[src/pkg/cise_regs.vh]
// Functional notes
// - Software trap pushes next address, then loads vector 0x001; three cycles.
// - OR immediate into accumulator, updates zero flag, one cycle.
// - OR file register with accumulator; destination bit picks accumulator or register.
// - Auxiliary-page write copies accumulator into register 5..15; flags untouched.
// - Auxiliary-page read copies register 5..15 into accumulator; flags untouched.
// - Long jump loads 11-bit target into program counter; two cycles.
`ifndef CISE_REGS_VH
`define CISE_REGS_VH

`define CISE_OP_NOP          3'h0
`define CISE_OP_TRAP         3'h1
`define CISE_OP_OR_IMM       3'h2
`define CISE_OP_OR_REG       3'h3
`define CISE_OP_AUX_WRITE    3'h4
`define CISE_OP_AUX_READ     3'h5
`define CISE_OP_LONG_JUMP    3'h6

`define CISE_CYC_TRAP        2'h3
`define CISE_CYC_LONG_JUMP   2'h2
`define CISE_CYC_SINGLE      2'h1
`define CISE_CNT_PUSH        2'h2
`define CISE_CNT_LAST        2'h1

`define CISE_TRAP_VECTOR     11'h001
`define CISE_AUX_LOW         4'h5
`define CISE_AUX_HIGH        4'hF

`define CISE_DEST_ACC        1'h0
`define CISE_ACC_RESET       8'h00
`define CISE_ZERO_RESET      1'h0
`define CISE_PC_RESET        11'h000

`endif

[src/design/cise_aux_mem.v]
`timescale 1ns/1ps
module cise_aux_mem #(
  parameter DW = 8,
  parameter AW = 4
) (
  // Clock and reset
  input  wire          ref_clk_in,
  input  wire          rst_in,
  // Write port
  input  wire          we_in,
  input  wire [AW-1:0] waddr_in,
  input  wire [DW-1:0] wdata_in,
  // Read port
  input  wire [AW-1:0] raddr_in,
  output reg  [DW-1:0] rdata_out
);

  reg [DW-1:0] mem [0:(1<<AW)-1];

  // The array itself has no reset so that it maps onto plain storage.
  always @(posedge ref_clk_in) begin
    if (we_in) begin
      mem[waddr_in] <= wdata_in;
    end
  end

  always @(posedge ref_clk_in or posedge rst_in) begin
    if (rst_in) begin
      rdata_out <= {DW{1'b0}};
    end else begin
      rdata_out <= mem[raddr_in];
    end
  end

endmodule

[src/design/cise_exec.v]
`timescale 1ns/1ps
`include "cise_regs.vh"
module cise_exec #(
  parameter PCW = 11,
  parameter DW  = 8,
  parameter FAW = 7
) (
  // Clock and reset
  input  wire           ref_clk_in,
  input  wire           rst_in,
  // Instruction issue
  input  wire           start_in,
  input  wire [2:0]     op_in,
  input  wire [PCW-1:0] operand_in,
  input  wire           dest_in,
  input  wire [PCW-1:0] pc_in,
  input  wire [DW-1:0]  file_data_in,
  // Status
  output reg            busy_out,
  output reg            done_out,
  // Stack and program counter
  output reg            push_out,
  output reg  [PCW-1:0] push_addr_out,
  output reg            pc_load_out,
  output reg  [PCW-1:0] pc_out,
  // Accumulator and flag
  output reg  [DW-1:0]  acc_out,
  output reg            zero_out,
  // File register write-back
  output reg            file_we_out,
  output reg  [FAW-1:0] file_addr_out,
  output reg  [DW-1:0]  file_data_out
);

  localparam S_IDLE = 3'b001;
  localparam S_WAIT = 3'b010;
  localparam S_EXEC = 3'b100;

  reg [2:0]     state;
  reg [2:0]     cur_op;
  reg [PCW-1:0] cur_operand;
  reg           cur_dest;
  reg [PCW-1:0] cur_pc;
  reg [DW-1:0]  cur_file;
  reg [1:0]     cnt;
  reg [2:0]     next_state;
  reg [1:0]     next_cnt;

  wire [DW-1:0] aux_rdata;
  wire          aux_in_range;
  wire [DW-1:0] or_result;
  wire [DW-1:0] or_operand;
  wire          aux_we;

  // Counts include the issue cycle, so a single-cycle op commits on the next edge.
  function [1:0] cise_cycles;
    input [2:0] op;
    begin
      case (op)
        `CISE_OP_TRAP:      cise_cycles = `CISE_CYC_TRAP;
        `CISE_OP_LONG_JUMP: cise_cycles = `CISE_CYC_LONG_JUMP;
        default:            cise_cycles = `CISE_CYC_SINGLE;
      endcase
    end
  endfunction

  function cise_is_zero;
    input [DW-1:0] value;
    begin
      cise_is_zero = (value == {DW{1'b0}});
    end
  endfunction

  function cise_aux_ok;
    input [3:0] sel;
    begin
      cise_aux_ok = (sel >= `CISE_AUX_LOW) && (sel <= `CISE_AUX_HIGH);
    end
  endfunction

  // Selectors below 5 are not auxiliary registers, so such accesses do nothing.
  assign aux_in_range = cise_aux_ok(cur_operand[3:0]);
  assign or_operand   = (cur_op == `CISE_OP_OR_IMM) ? cur_operand[DW-1:0] : cur_file;
  assign or_result    = acc_out | or_operand;
  assign aux_we       = (state == S_EXEC) && (cur_op == `CISE_OP_AUX_WRITE) &&
                        aux_in_range;

  // The counter holds the cycles still to wait once an instruction has been taken.
  always @* begin
    next_state = state;
    next_cnt   = cnt;
    case (state)
      S_IDLE: begin
        if (start_in) begin
          next_cnt = cise_cycles(op_in) - 2'h1;
          if (cise_cycles(op_in) == `CISE_CYC_SINGLE) begin
            next_state = S_EXEC;
          end else begin
            next_state = S_WAIT;
          end
        end
      end
      S_WAIT: begin
        // Multi-cycle ops leave the wait state one edge before their commit edge.
        if (cnt == `CISE_CNT_LAST) begin
          next_state = S_EXEC;
        end else begin
          next_cnt = cnt - 2'h1;
        end
      end
      S_EXEC: begin
        next_state = S_IDLE;
      end
      default: begin
        next_state = S_IDLE;
      end
    endcase
  end

  // The read address follows the issue port so the read data are ready at commit.
  cise_aux_mem #(
    .DW (DW),
    .AW (4)
  ) u_aux_mem (
    .ref_clk_in (ref_clk_in),
    .rst_in     (rst_in),
    .we_in      (aux_we),
    .waddr_in   (cur_operand[3:0]),
    .wdata_in   (acc_out),
    .raddr_in   (operand_in[3:0]),
    .rdata_out  (aux_rdata)
  );

  always @(posedge ref_clk_in or posedge rst_in) begin
    if (rst_in) begin
      state         <= S_IDLE;
      cur_op        <= `CISE_OP_NOP;
      cur_operand   <= {PCW{1'b0}};
      cur_dest      <= `CISE_DEST_ACC;
      cur_pc        <= `CISE_PC_RESET;
      cur_file      <= {DW{1'b0}};
      cnt           <= 2'h0;
      busy_out      <= 1'b0;
      done_out      <= 1'b0;
      push_out      <= 1'b0;
      push_addr_out <= `CISE_PC_RESET;
      pc_load_out   <= 1'b0;
      pc_out        <= `CISE_PC_RESET;
      acc_out       <= `CISE_ACC_RESET;
      zero_out      <= `CISE_ZERO_RESET;
      file_we_out   <= 1'b0;
      file_addr_out <= {FAW{1'b0}};
      file_data_out <= {DW{1'b0}};
    end else begin
      // Strobes default low so that each one stands for exactly one cycle.
      done_out    <= 1'b0;
      push_out    <= 1'b0;
      pc_load_out <= 1'b0;
      file_we_out <= 1'b0;
      state       <= next_state;
      cnt         <= next_cnt;
      case (state)
        S_IDLE: begin
          if (start_in) begin
            cur_op      <= op_in;
            cur_operand <= operand_in;
            cur_dest    <= dest_in;
            cur_pc      <= pc_in;
            cur_file    <= file_data_in;
            busy_out    <= 1'b1;
          end
        end
        S_WAIT: begin
          // The return address goes onto the stack before the vector is loaded.
          if ((cur_op == `CISE_OP_TRAP) && (cnt == `CISE_CNT_PUSH)) begin
            push_out      <= 1'b1;
            push_addr_out <= cur_pc + {{(PCW-1){1'b0}}, 1'b1};
          end
        end
        S_EXEC: begin
          busy_out <= 1'b0;
          done_out <= 1'b1;
          case (cur_op)
            `CISE_OP_TRAP: begin
              pc_load_out <= 1'b1;
              pc_out      <= `CISE_TRAP_VECTOR;
            end
            `CISE_OP_OR_IMM: begin
              acc_out  <= or_result;
              zero_out <= cise_is_zero(or_result);
            end
            `CISE_OP_OR_REG: begin
              zero_out <= cise_is_zero(or_result);
              if (cur_dest == `CISE_DEST_ACC) begin
                acc_out <= or_result;
              end else begin
                file_we_out   <= 1'b1;
                file_addr_out <= cur_operand[FAW-1:0];
                file_data_out <= or_result;
              end
            end
            `CISE_OP_AUX_READ: begin
              if (aux_in_range) begin
                acc_out <= aux_rdata;
              end
            end
            `CISE_OP_LONG_JUMP: begin
              pc_load_out <= 1'b1;
              pc_out      <= cur_operand;
            end
            default: begin
              pc_load_out <= 1'b0;
            end
          endcase
        end
        default: begin
          busy_out <= 1'b0;
        end
      endcase
    end
  end

endmodule

[config.mk]
export PLATFORM = sky130hd
export DESIGN_NAME = cise_exec
export DESIGN_NICKNAME = d
export VERILOG_FILES = /design/src/design/cise_aux_mem.v /design/src/design/cise_exec.v
export VERILOG_INCLUDE_DIRS = /design/src /design/src/pkg
export SDC_FILE = /design/constraint.sdc
export NUM_CORES = 1
export LEC_CHECK = 0
export ABC_AREA = 0
export ABC_CLOCK_PERIOD_IN_PS = 3300
export BUFFER_PORTS_ARGS = -buffer_cell sky130_fd_sc_hd__buf_2
export CORE_ASPECT_RATIO = 1.5
export CORE_UTILIZATION = 53
export DETAILED_ROUTE_END_ITERATION = 12
export GPL_TIMING_DRIVEN = 0
export PLACE_DENSITY_LB_ADDON = 0.1
export SETUP_SLACK_MARGIN = 0.15
export SLEW_MARGIN = 20
export SYNTH_ARGS = -nofsm -noshare
export SYNTH_HDL_FRONTEND = slang
export SYNTH_SLANG_ARGS = --single-unit
export TNS_END_PERCENT = 5
[constraint.sdc]
create_clock -name ref_clk_in -period 3.3 [get_ports ref_clk_in]
set_clock_uncertainty 0.15 [all_clocks]
set_input_delay 0.66 -clock ref_clk_in [delete_from_list [all_inputs] [get_ports ref_clk_in]]
set_output_delay 0.66 -clock ref_clk_in [all_outputs]
set_load 0.05 [all_outputs]
==> summary.txt, run 1 <==
CTS
  – Clock transition at the registers of the reported paths: 0.07 ns
  – Num CTS Buffers: 22
  – Worst-Skew Late Latency: about 0.5 ns
  – Clk sinks: 226
  – Root buf cell: clkbuf_16
  – H-tree depth: 1
  – CTS resizes: 0
  – Hold-fix buffers, CTS: 0
  – CTS tree: done
  – Clock buffer depth: 3
  – Number of setup buffers added after CTS: 0

Critical path
  – Critical path type: reg2reg
  – Required @ worst endpoint: ~3.3 ns
  – Crit end category: flip-flop
  – CP top delay family: simple AND/OR/NAND/NOR gates
  – CP peak stage delay: 0.84 ns
  – Cells along the critical path: or3b_1, buf_2, nor4b_2, nand3b_1, nor2_1
  – Critical path arrival: around 3.0 ns
  – Type of origin of the critical path: flip-flop
  – Crit-path slowest cell: nor2_1
  – Worst Path Max Fanout: 8
  – WP buf/inv: 1

GRT
  – Grt peak-use layer: met2
  – Pin count of the biggest net entering global routing: 31
  – GR Layer Usage met1: 0.257
  – Met2 usage: 0.405
  – Grt ovf: 0
  – GRT Util Overall: 0.220
  – Number of global-route vias before repair: 5314
  – Antenna violations before repair: 0
  – First-pass GRT wire length: roughly 29000 um
  – Met3 Use GR: 0.0395

Placed design
  – Post-place instance area: 9890 um2
  – Hpwl dp: about 12000 um
  – RePlAce Congestion: roughly 0.77
  – I/O Buffers: slightly above 80

Outcome
  – Status: complete, no violations

Final layout
  – Final Util: 0.646
  – Area delta synth->final: 18.0%
  – Design area: roughly 11000 um2
  – Total Nets Final: 710
  – Antenna cells: 0
  – Filler cell count: roughly 1200
  – Layout cell share with drive strength beyond 1: 0.345

Drt
  – First DRT Iteration DRCs: between 200 and 300
  – Via count: 4999
  – DR pass1 iterations: 4
  – Average vias per placed instance: 5.60
  – Drt drc: 0
  – Post-route ant nets: 0
  – Wire per inst: around 20 um
  – DRT Wirelength: around 18000 um

Logic synthesis
  – Syn Std Cell Area: 8980 um2
  – Ys async rst share: 0.434
  – Top post-synthesis cells by area: edfxtp_1 (43%), dfrtp_1 (27%), mux4_2 (10%)
  – EDFF count, synth: between 100 and 150
  – Avg Synthesized Cell Area: between 15 and 20 um2
  – Most common library cells after synthesis: edfxtp_1 (128), dfrtp_1 (97), mux2_2 (47)
  – Yosys top cell area share: 0.428
  – Synth unique cells: 50
  – Cell taking the most area after synthesis: edfxtp_1
  – Count leader, synth: edfxtp_1
  – Yosys warning count: 0
  – Post-synth top flop: edfxtp_1
  – Post-synthesis register bit count: 226
  – Post-synthesis sequential area ratio: 0.701
  – Post-Syn Instances: 520

STA
  – Worst Tran Pin Value: 1.04 ns
  – Max-slew violations: 0
  – Setup Viol. Count Final: 0
  – RSZ-0062 raised after global routing: true
  – Slew headroom: 0.307
  – Maximum clock rate: 333 MHz
  – Final period util: 0.910
  – Crit path time final: 3.00 ns
  – Final Hold Vio Count: 0

Die
  – Die Width: about 110 um
  – Die Span Y: 161 um
  – Starting density of the core: 0.548
  – Core area: approximately 16000 um2
  – Full die area: between 15000 and 20000 um2
  – IO Count: between 80 and 90
  – Floorplan row count: 57

Power
  – Max IR drop VDD: between 0.7 and 0.8 mV
  – PwrDens: between 800 and 900 nW/um2
  – LEAKAGE: ~4.3 nW
  – Power Total: about 8.8 mW

Worst hold path
  – Hold Path Class: in2async

Flow run
  – Max_cap viols: 0
[routing by layer]
metal	routed length, um	vias to the layer above	part of all wire
li1	-	2268	-
met1	6880	2558	0.38
met2	9790	136	0.54
met3	813	37	0.045
met4	516	0	0.029
met5	0	-	0
[state kept, by name, summed over array words and instances (netlist names)]
signal,flops
file_data_out,8
cnt,2
u_aux_mem.mem,128
cur_operand,11
u_aux_mem.rdata_out,8
cur_file,8
cur_op,3
pc_out,11
file_addr_out,7
push_addr_out,11
acc_out,8
zero_out,1
state,3
cur_pc,11
pc_load_out,1
file_we_out,1
done_out,1
cur_dest,1
push_out,1
busy_out,1
[path summary, 6_finish.rpt]
check	from	endpoint	slack (ns)	cells after the start
max in group asynchronous	rst_in	state[0]	2.15	4
min reg2reg	push_addr_out[3]	push_addr_out[3]	0.34	2
max	state[2]	u_aux_mem.mem[9][2]	0.30	5
min	rst_in	push_out	0.06	2
max reg2reg	state[2]	u_aux_mem.mem[9][2]	0.30	5
min in group ref_clk_in	operand_in[10]	cur_operand[10]	0.24	2
[placed cells by master, fill, tap and decap left out, types with 3 or more instances in the layout]
master	instances
a22o_1	11
ha_1	3
mux4_2	40
nand2b_1	4
nand2_1	37
nand4_1	6
mux2_2	47
nor2_1	14
clkinv_2	3
edfxtp_1	128
a221oi_2	7
nand3_1	3
nor2b_1	10
inv_1	8
buf_2	94
conb_1	40
xor2_1	5
nand3b_1	4
clkbuf_1	16
xnor2_1	4
buf_1	3
o21ai_0	26
clkbuf_16	23
nor3_1	3
dfrtp_1	97
[through the flow]
stage          setup WS (ns)  setup TNS (ns)  cells  hold slack [ns]
2_1_floorplan          0.757               0    559            0.312
3_3_place_gp         -0.0371          -0.292    848            0.309
3_5_place_dp           0.359               0    852            0.321
4_1_cts                0.317               0    892           0.0596
5_1_grt                0.130               0    892           0.0881
6_report               0.298               0    892           0.0628
[worst reg2reg max path, stage by stage, from the launching register on]
cell	delay, ns
dfrtp_1	0.44
or3b_1	0.36
buf_2	0.18
nor4b_2	0.42
nand3b_1	0.22
nor2_1	0.84
[where the power goes]
group | internal (mW) | total (mW) | switching, mW | leakage [nW]
Sequential | 3.73 | 4.30 | 0.573 | 2.46
Combinational | 0.759 | 2.07 | 1.31 | 1.45
Clock | 1.43 | 2.43 | 1.01 | 0.346
[layout make-up]
cell class	instances	area, um2	area share
flip-flops and latches	226	6300	0.594
multi-input cells	297	2690	0.254
clock buffers	33	641	0.0604
repair buffers	87	490	0.0463
well taps	206	258	0.0243
plain buffers	26	116	0.0110
clock inverters	7	65.1	0.00614
inverters	10	41.3	0.00389
[kinds of logic (layout without fill, tap and decap cells)]
| group | count (synthesis) | in the layout | synth area share |
|---|---|---|---|
| fa+ha+maj | 3 | 3 | 0.00418 |
| flops | 226 | 226 | 0.701 |
| simple gates | 93 | 93 | 0.0538 |
| other cells | 1 | 40 | 0.000417 |
| compound gates | 62 | 62 | 0.0521 |
| buf+inv | 36 | 163 | 0.0171 |
| xor+xnor | 9 | 9 | 0.00877 |
| mux | 90 | 90 | 0.163 |
No activity file was read; power rests on OpenSTA's default activity.
==> run 2: changes to the inputs <==
==> constraint.sdc (replaced) <==
create_clock -name ref_clk_in -period 3.3 [get_ports ref_clk_in]
set_clock_uncertainty 0.15 [all_clocks]
set_input_delay 0.33 -clock ref_clk_in [delete_from_list [all_inputs] [get_ports ref_clk_in]]
set_output_delay 0.33 -clock ref_clk_in [all_outputs]
set_load 0.05 [all_outputs]
==> run 2 against run 1 <==
Against the previous run:
- first-iteration DRC count stayed put
- hold slack improved by 0.0048 ns
- via count grew 2.0%
- sequential power barely moved
- design area increased by 2.4%
- utilization is 1.5 points higher
- total power rose by 0.46%
- combinational power hardly changed
- clock power about the same
- critical path type unchanged
- critical endpoint is now u_aux_mem.mem[10][2]
- largest power group unchanged
==> summary.txt, run 2 (synthesis gave the netlist of run 1 again) <==
Critical path
  – Crit-path slowest cell: nor2_1
  – WP buf/inv: 1 (unchanged)
  – Worst Path Max Fanout: 8 (unchanged)
  – Critical path arrival: 3.01 ns (+0.05 ns)
  – Critical path type: reg2reg
  – Worst r2r path cells: 5 (unchanged)
  – CP peak stage delay: 0.85 ns (about the same)
  – CP top delay family: simple AND/OR/NAND/NOR gates
  – Crit end category: flip-flop
  – Cells along the critical path: or3b_1, buf_2, nor4b_2, nand3b_1, nor2_1
  – Required @ worst endpoint: 3.26 ns (about the same)
  – Critical path depth: 5 (unchanged)
  – Type of origin of the critical path: flip-flop

CTS
  – Clock buffer depth: 3 (unchanged)
  – Clk sinks: 226 (unchanged)
  – Root buf cell: clkbuf_16
  – Clock transition at the registers of the reported paths: 0.06 ns (about the same)
  – H-tree depth: 1 (unchanged)
  – Num CTS Buffers: 21 (-4.5%)
  – Worst-Skew Late Latency: 0.49 ns (about the same)
  – CTS tree: done

Flow run
  – Max_cap viols: 0 (unchanged)

STA
  – Final Hold Vio Count: 0 (unchanged)
  – Worst Tran Pin Value: 1.09 ns (+0.0533 ns)
  – Maximum clock rate: 328 MHz (-1.6%)
  – Hold slack: 0.0676 ns (+0.00482 ns)
  – Final TNS setup: 0 ns (unchanged)
  – RSZ-0062 raised after global routing: true
  – Crit path time final: 3.05 ns (+0.0482 ns)
  – Final period util: 0.924 (+0.0146)
  – Slew headroom: 0.272 (-0.0357)
  – Setup Viol. Count Final: 0 (unchanged)
  – Max-slew violations: 0 (unchanged)

Die
  – Die Span Y: 161 um (unchanged)
  – IO Count: 88 (unchanged)
  – Full die area: 17500 um2 (unchanged)
  – Starting density of the core: 0.548 (unchanged)
  – Die Width: 108 um (unchanged)
  – Core area: 16400 um2 (unchanged)
  – Floorplan row count: 57 (unchanged)

Final layout
  – Most frequent cells in the layout: edfxtp_1 (128), dfrtp_1 (97), buf_2 (94)
  – Max reg flops: 128 (unchanged)
  – Final Util: 0.662 (+0.0153)
  – Largest Register: u_aux_mem.mem
  – Antenna cells: 0 (unchanged)
  – Layout cell share with drive strength beyond 1: 0.329 (-0.0168)
  – Area delta synth->final: 20.8%
  – Design area: 10900 um2 (+2.4%)
  – Commonest non-fill, non-tap cell in the layout: edfxtp_1
  – Filler cell count: 1196 (-0.66%)
  – Total Nets Final: 738 (+3.9%)

GRT
  – GRT Util Overall: 0.220 (+0.000479)
  – First-pass GRT wire length: 28700 um (+0.29%)
  – Grt ovf: 0 (unchanged)
  – Number of global-route vias before repair: 5425 (+2.1%)
  – Antenna violations before repair: 0 (unchanged)
  – Pin count of the biggest net entering global routing: 55 (+77%)

Power
  – Max IR drop VDD: 0.686 mV (-4.0%)
  – LEAKAGE: 4.36 nW (+2.3%)
  – Power Total: 8.85 mW (+0.46%)
  – PwrDens: 815 nW/um2 (-1.9%)

Drt
  – Via count: 5098 (+2.0%)
  – Drt drc: 0 (unchanged)
  – Post-route ant nets: 0 (unchanged)
  – DRT Wirelength: 18300 um (+1.9%)
  – First DRT Iteration DRCs: 287 (unchanged)
  – Wire per inst: 20.0 um (-0.98%)
  – DR pass1 iterations: 4 (unchanged)
  – Average vias per placed instance: 5.55 (-0.91%)

Outcome
  – Status: complete, no violations

Worst hold path
  – Worst Hold Depth: 3
  – Hold Path Class: in2reg

Placed design
  – I/O Buffers: 83 (unchanged)
  – Post-place instance area: 9850 um2 (-0.39%)
  – RePlAce Congestion: 0.793 (+2.4%)
  – Hpwl dp: 12300 um (-1.1%)
## run 2: cell count changes in the layout (fill, tap and decap cells not counted), sizes merged
cell | previous run | this run
buf | 102 | 100
bufinv | 1 | 3
clkbuf | 44 | 37
clkinv | 4 | 5
clkinvlp | 2 | 3
dlygate4sd3 | 0 | 31
## run 2: path summary, 6_finish.rpt
| check | end | from | slack, ns |
|---|---|---|---|
| max reg2reg | u_aux_mem.mem[10][2] | state[1] | 0.25 |
| min | state[1] | start_in | 0.07 |
| max | u_aux_mem.mem[10][2] | state[1] | 0.25 |
| min reg2reg | push_addr_out[7] | push_addr_out[7] | 0.33 |
| max in group asynchronous | state[0] | rst_in | 2.09 |
| min in group asynchronous | zero_out | rst_in | 0.25 |
## run 2: routing by layer
| metal | track usage | share of wire | vias up | routed length, um |
|---|---|---|---|---|
| met4 | 0.0915 | 0.035 | 0 | 633 |
| met1 | 0.258 | 0.39 | 2585 | 7090 |
| met3 | 0.0327 | 0.040 | 45 | 736 |
| met2 | 0.400 | 0.54 | 141 | 9880 |
| met5 | 0 | 0 | - | 0 |
| li1 | - | - | 2327 | - |
## run 2: final cells by class
type                       instances  area, um2  area share
clock buffer                      26        548      0.0505
inverter                          10       42.5     0.00392
multi-input combinational        297       2690       0.248
tap                              206        258      0.0237
timing repair buffer             116        761      0.0701
clock inverter                    11        138      0.0127
buffer                            26        116      0.0107
sequential                       226       6300       0.580
## run 2: power breakdown
group          switching [mW]  internal, mW  total [mW]
logic                    1.33         0.779        2.10
clock network            1.01          1.42        2.43
registers               0.581          3.73        4.31
## run 2: repair_timing
action / in CTS / in global routing
setup endpoints to repair: 0 / 4
buffers inserted: 0 / 0
resized for setup: 0 / 1
hold endpoints to repair: 74 / 0
hold buffers: 31 / 0
## run 2: through the flow
step,cells,worst slack [ns]
floorplan,559,0.260
global placement,848,-0.733
detailed placement,850,0.223
CTS,918,0.207
global route,918,0.145
finish,918,0.249
## run 2: tightest hold or removal path, delay by kind of cell
| family | cells | cell delay [ns] |
|---|---|---|
| buffers and inverters | 1 | 0.11 |
| and+or+nand+nor | 1 | 0.13 |
| AOI/OAI and AO/OA | 1 | 0.10 |
==> run 3: changes to the inputs <==
CORE_ASPECT_RATIO = 1.1   (was 1.5)
==> run 3 against run 2 <==
Against the previous run:
- global-route usage fell by 0.60 points
- clock-buffer cell count rose by 7
- hold slack improved by 0.13 ns
- design area rose by 0.15%
- sequential power barely moved
- flip-flop and latch count did not move
==> summary.txt, run 3 (synthesis gave the netlist of run 1 again) <==
Outcome
  – Status: complete, no violations

CTS
  – Clock buffer depth: 3 (unchanged)
  – H-tree depth: 1 (unchanged)
  – CTS resizes: 0 (unchanged)
  – Clk sinks: 226 (unchanged)
  – Num CTS Buffers: 23 (+9.5%)
  – CTS tree: done
  – Root buf cell: clkbuf_16
  – Clock transition at the registers of the reported paths: 0.06 ns (about the same)
  – Worst-Skew Late Latency: 0.51 ns (+0.02 ns)

Critical path
  – Critical path type: reg2reg
  – Type of origin of the critical path: flip-flop
  – Required @ worst endpoint: 3.27 ns (about the same)
  – Crit end category: flip-flop
  – Worst Path Max Fanout: 8 (unchanged)
  – Critical path arrival: 2.97 ns (-0.04 ns)

Placed design
  – Cells after DPL: 847 (-0.35%)
  – RePlAce Congestion: 0.778 (-1.9%)
  – Post-place instance area: 9840 um2 (-0.10%)
  – Hpwl dp: 11700 um (-4.7%)
  – I/O Buffers: 83 (unchanged)

Final layout
  – Filler cell count: 1170 (-2.2%)
  – Design area: 10900 um2 (+0.15%)
  – Layout cell share with drive strength beyond 1: 0.323 (-0.00603)
  – Antenna cells: 0 (unchanged)
  – Fin cells: 920 (+0.22%)
  – Total Nets Final: 740 (+0.27%)
  – Largest Register: u_aux_mem.mem
  – Commonest non-fill, non-tap cell in the layout: edfxtp_1
  – Final Util: 0.659 (-0.00258)
  – Most frequent cells in the layout: edfxtp_1 (128), dfrtp_1 (97), buf_2 (94)
  – Area delta synth->final: 21.0%
  – Max reg flops: 128 (unchanged)

Drt
  – Drt drc: 0 (unchanged)
  – First DRT Iteration DRCs: 289 (+0.70%)
  – Wire per inst: 19.6 um (-1.8%)
  – DRT Wirelength: 18100 um (-1.6%)
  – Average vias per placed instance: 5.47 (-1.5%)
  – Via count: 5034 (-1.3%)
  – DR pass1 iterations: 5 (+1)
  – Post-route ant nets: 0 (unchanged)

STA
  – Crit path time final: 2.99 ns (-0.0586 ns)
  – Setup Viol. Count Final: 0 (unchanged)
  – Slew headroom: 0.284 (+0.0119)
  – Maximum clock rate: 334 MHz (+2.0%)
  – RSZ-0062 raised after global routing: true
  – Max-slew violations: 0 (unchanged)
  – Final period util: 0.907 (-0.0178)
  – Hold slack: 0.196 ns (+0.128 ns)
  – Worst Tran Pin Value: 1.07 ns (-0.0178 ns)
  – Final Hold Vio Count: 0 (unchanged)

GRT
  – Number of global-route vias before repair: 5236 (-3.5%)
  – First-pass GRT wire length: 28600 um (-0.31%)
  – GRT Util Overall: 0.215 (-0.00597)
  – Grt ovf: 0 (unchanged)
  – Pin count of the biggest net entering global routing: 68 (+24%)
  – Antenna violations before repair: 0 (unchanged)

Die
  – Die Width: 126 um (+16%)
  – IO Count: 88 (unchanged)
  – Full die area: 17500 um2 (about the same)
  – Starting density of the core: 0.545 (-0.00295)
  – Die Span Y: 139 um (-14%)
  – Core area: 16500 um2 (+0.54%)
  – Floorplan row count: 49 (-14%)

Flow run
  – Max_cap viols: 0 (unchanged)

Worst hold path
  – Hold Path Class: in2async

Power
  – Max IR drop VDD: 0.562 mV (-18%)
  – PwrDens: 815 nW/um2 (about the same)
  – LEAKAGE: 4.36 nW (about the same)
## run 3: metal layers
layer | GRT usage | share of wire
met1 | 0.287 | 0.42
met2 | 0.368 | 0.50
met3 | 0.0328 | 0.052
met4 | 0.0590 | 0.021
met5 | 0 | 0
## run 3: worst paths after layout
kind / end / start / cells past startpoint / slack [ns]
setup / recovery: u_aux_mem.mem[6][2] / state[1] / 5 / 0.31
hold / removal: push_addr_out[1] / rst_in / 3 / 0.20
setup reg to reg: u_aux_mem.mem[6][2] / state[1] / 5 / 0.31
hold reg to reg: push_addr_out[4] / push_addr_out[4] / 2 / 0.32
max in group asynchronous: state[0] / rst_in / 4 / 2.17
min in group ref_clk_in: u_aux_mem.rdata_out[6] / operand_in[3] / 2 / 0.30
## run 3: where the power goes
part / switching (mW) / internal (mW)
Combinational: 1.32 / 0.779
Clock: 1.04 / 1.41
Sequential: 0.574 / 3.73
## run 3: what timing repair did
item | in CTS | in global routing
hold endpoints to repair | 62 | 0
hold buffers | 32 | 0
setup buffers | 0 | 0
setup endpoints to repair | 0 | 18
## run 3: cell type report
cell class | instances | area, um2 | area share
Clock inverter | 8 | 71.3 | 0.00656
Inverter | 10 | 42.5 | 0.00391
Sequential cell | 226 | 6300 | 0.579
Buffer | 26 | 116 | 0.0107
Clock buffer | 33 | 633 | 0.0582
Multi-Input combinational cell | 297 | 2690 | 0.247
Timing Repair Buffer | 116 | 763 | 0.0702
Tap cell | 204 | 255 | 0.0235
## run 3: worst max-delay path: stages, from the launching register on
cell and delay (ns):
dfrtp_1 0.41, or3b_1 0.38, buf_2 0.18, nor4b_2 0.41, nand3b_1 0.20, nor2_1 0.86
## run 3: metrics by stage
stage / setup WS, ns / setup TNS, ns / power (mW)
final: 0.308 / 0 / 8.85
after global routing: 0.124 / 0 / 9.26
after floorplan: 0.260 / 0 / 5.79
after CTS: 0.236 / 0 / 8.93
after global placement: -0.746 / -71.76 / 6.36
after detailed placement: 0.260 / 0 / 6.45
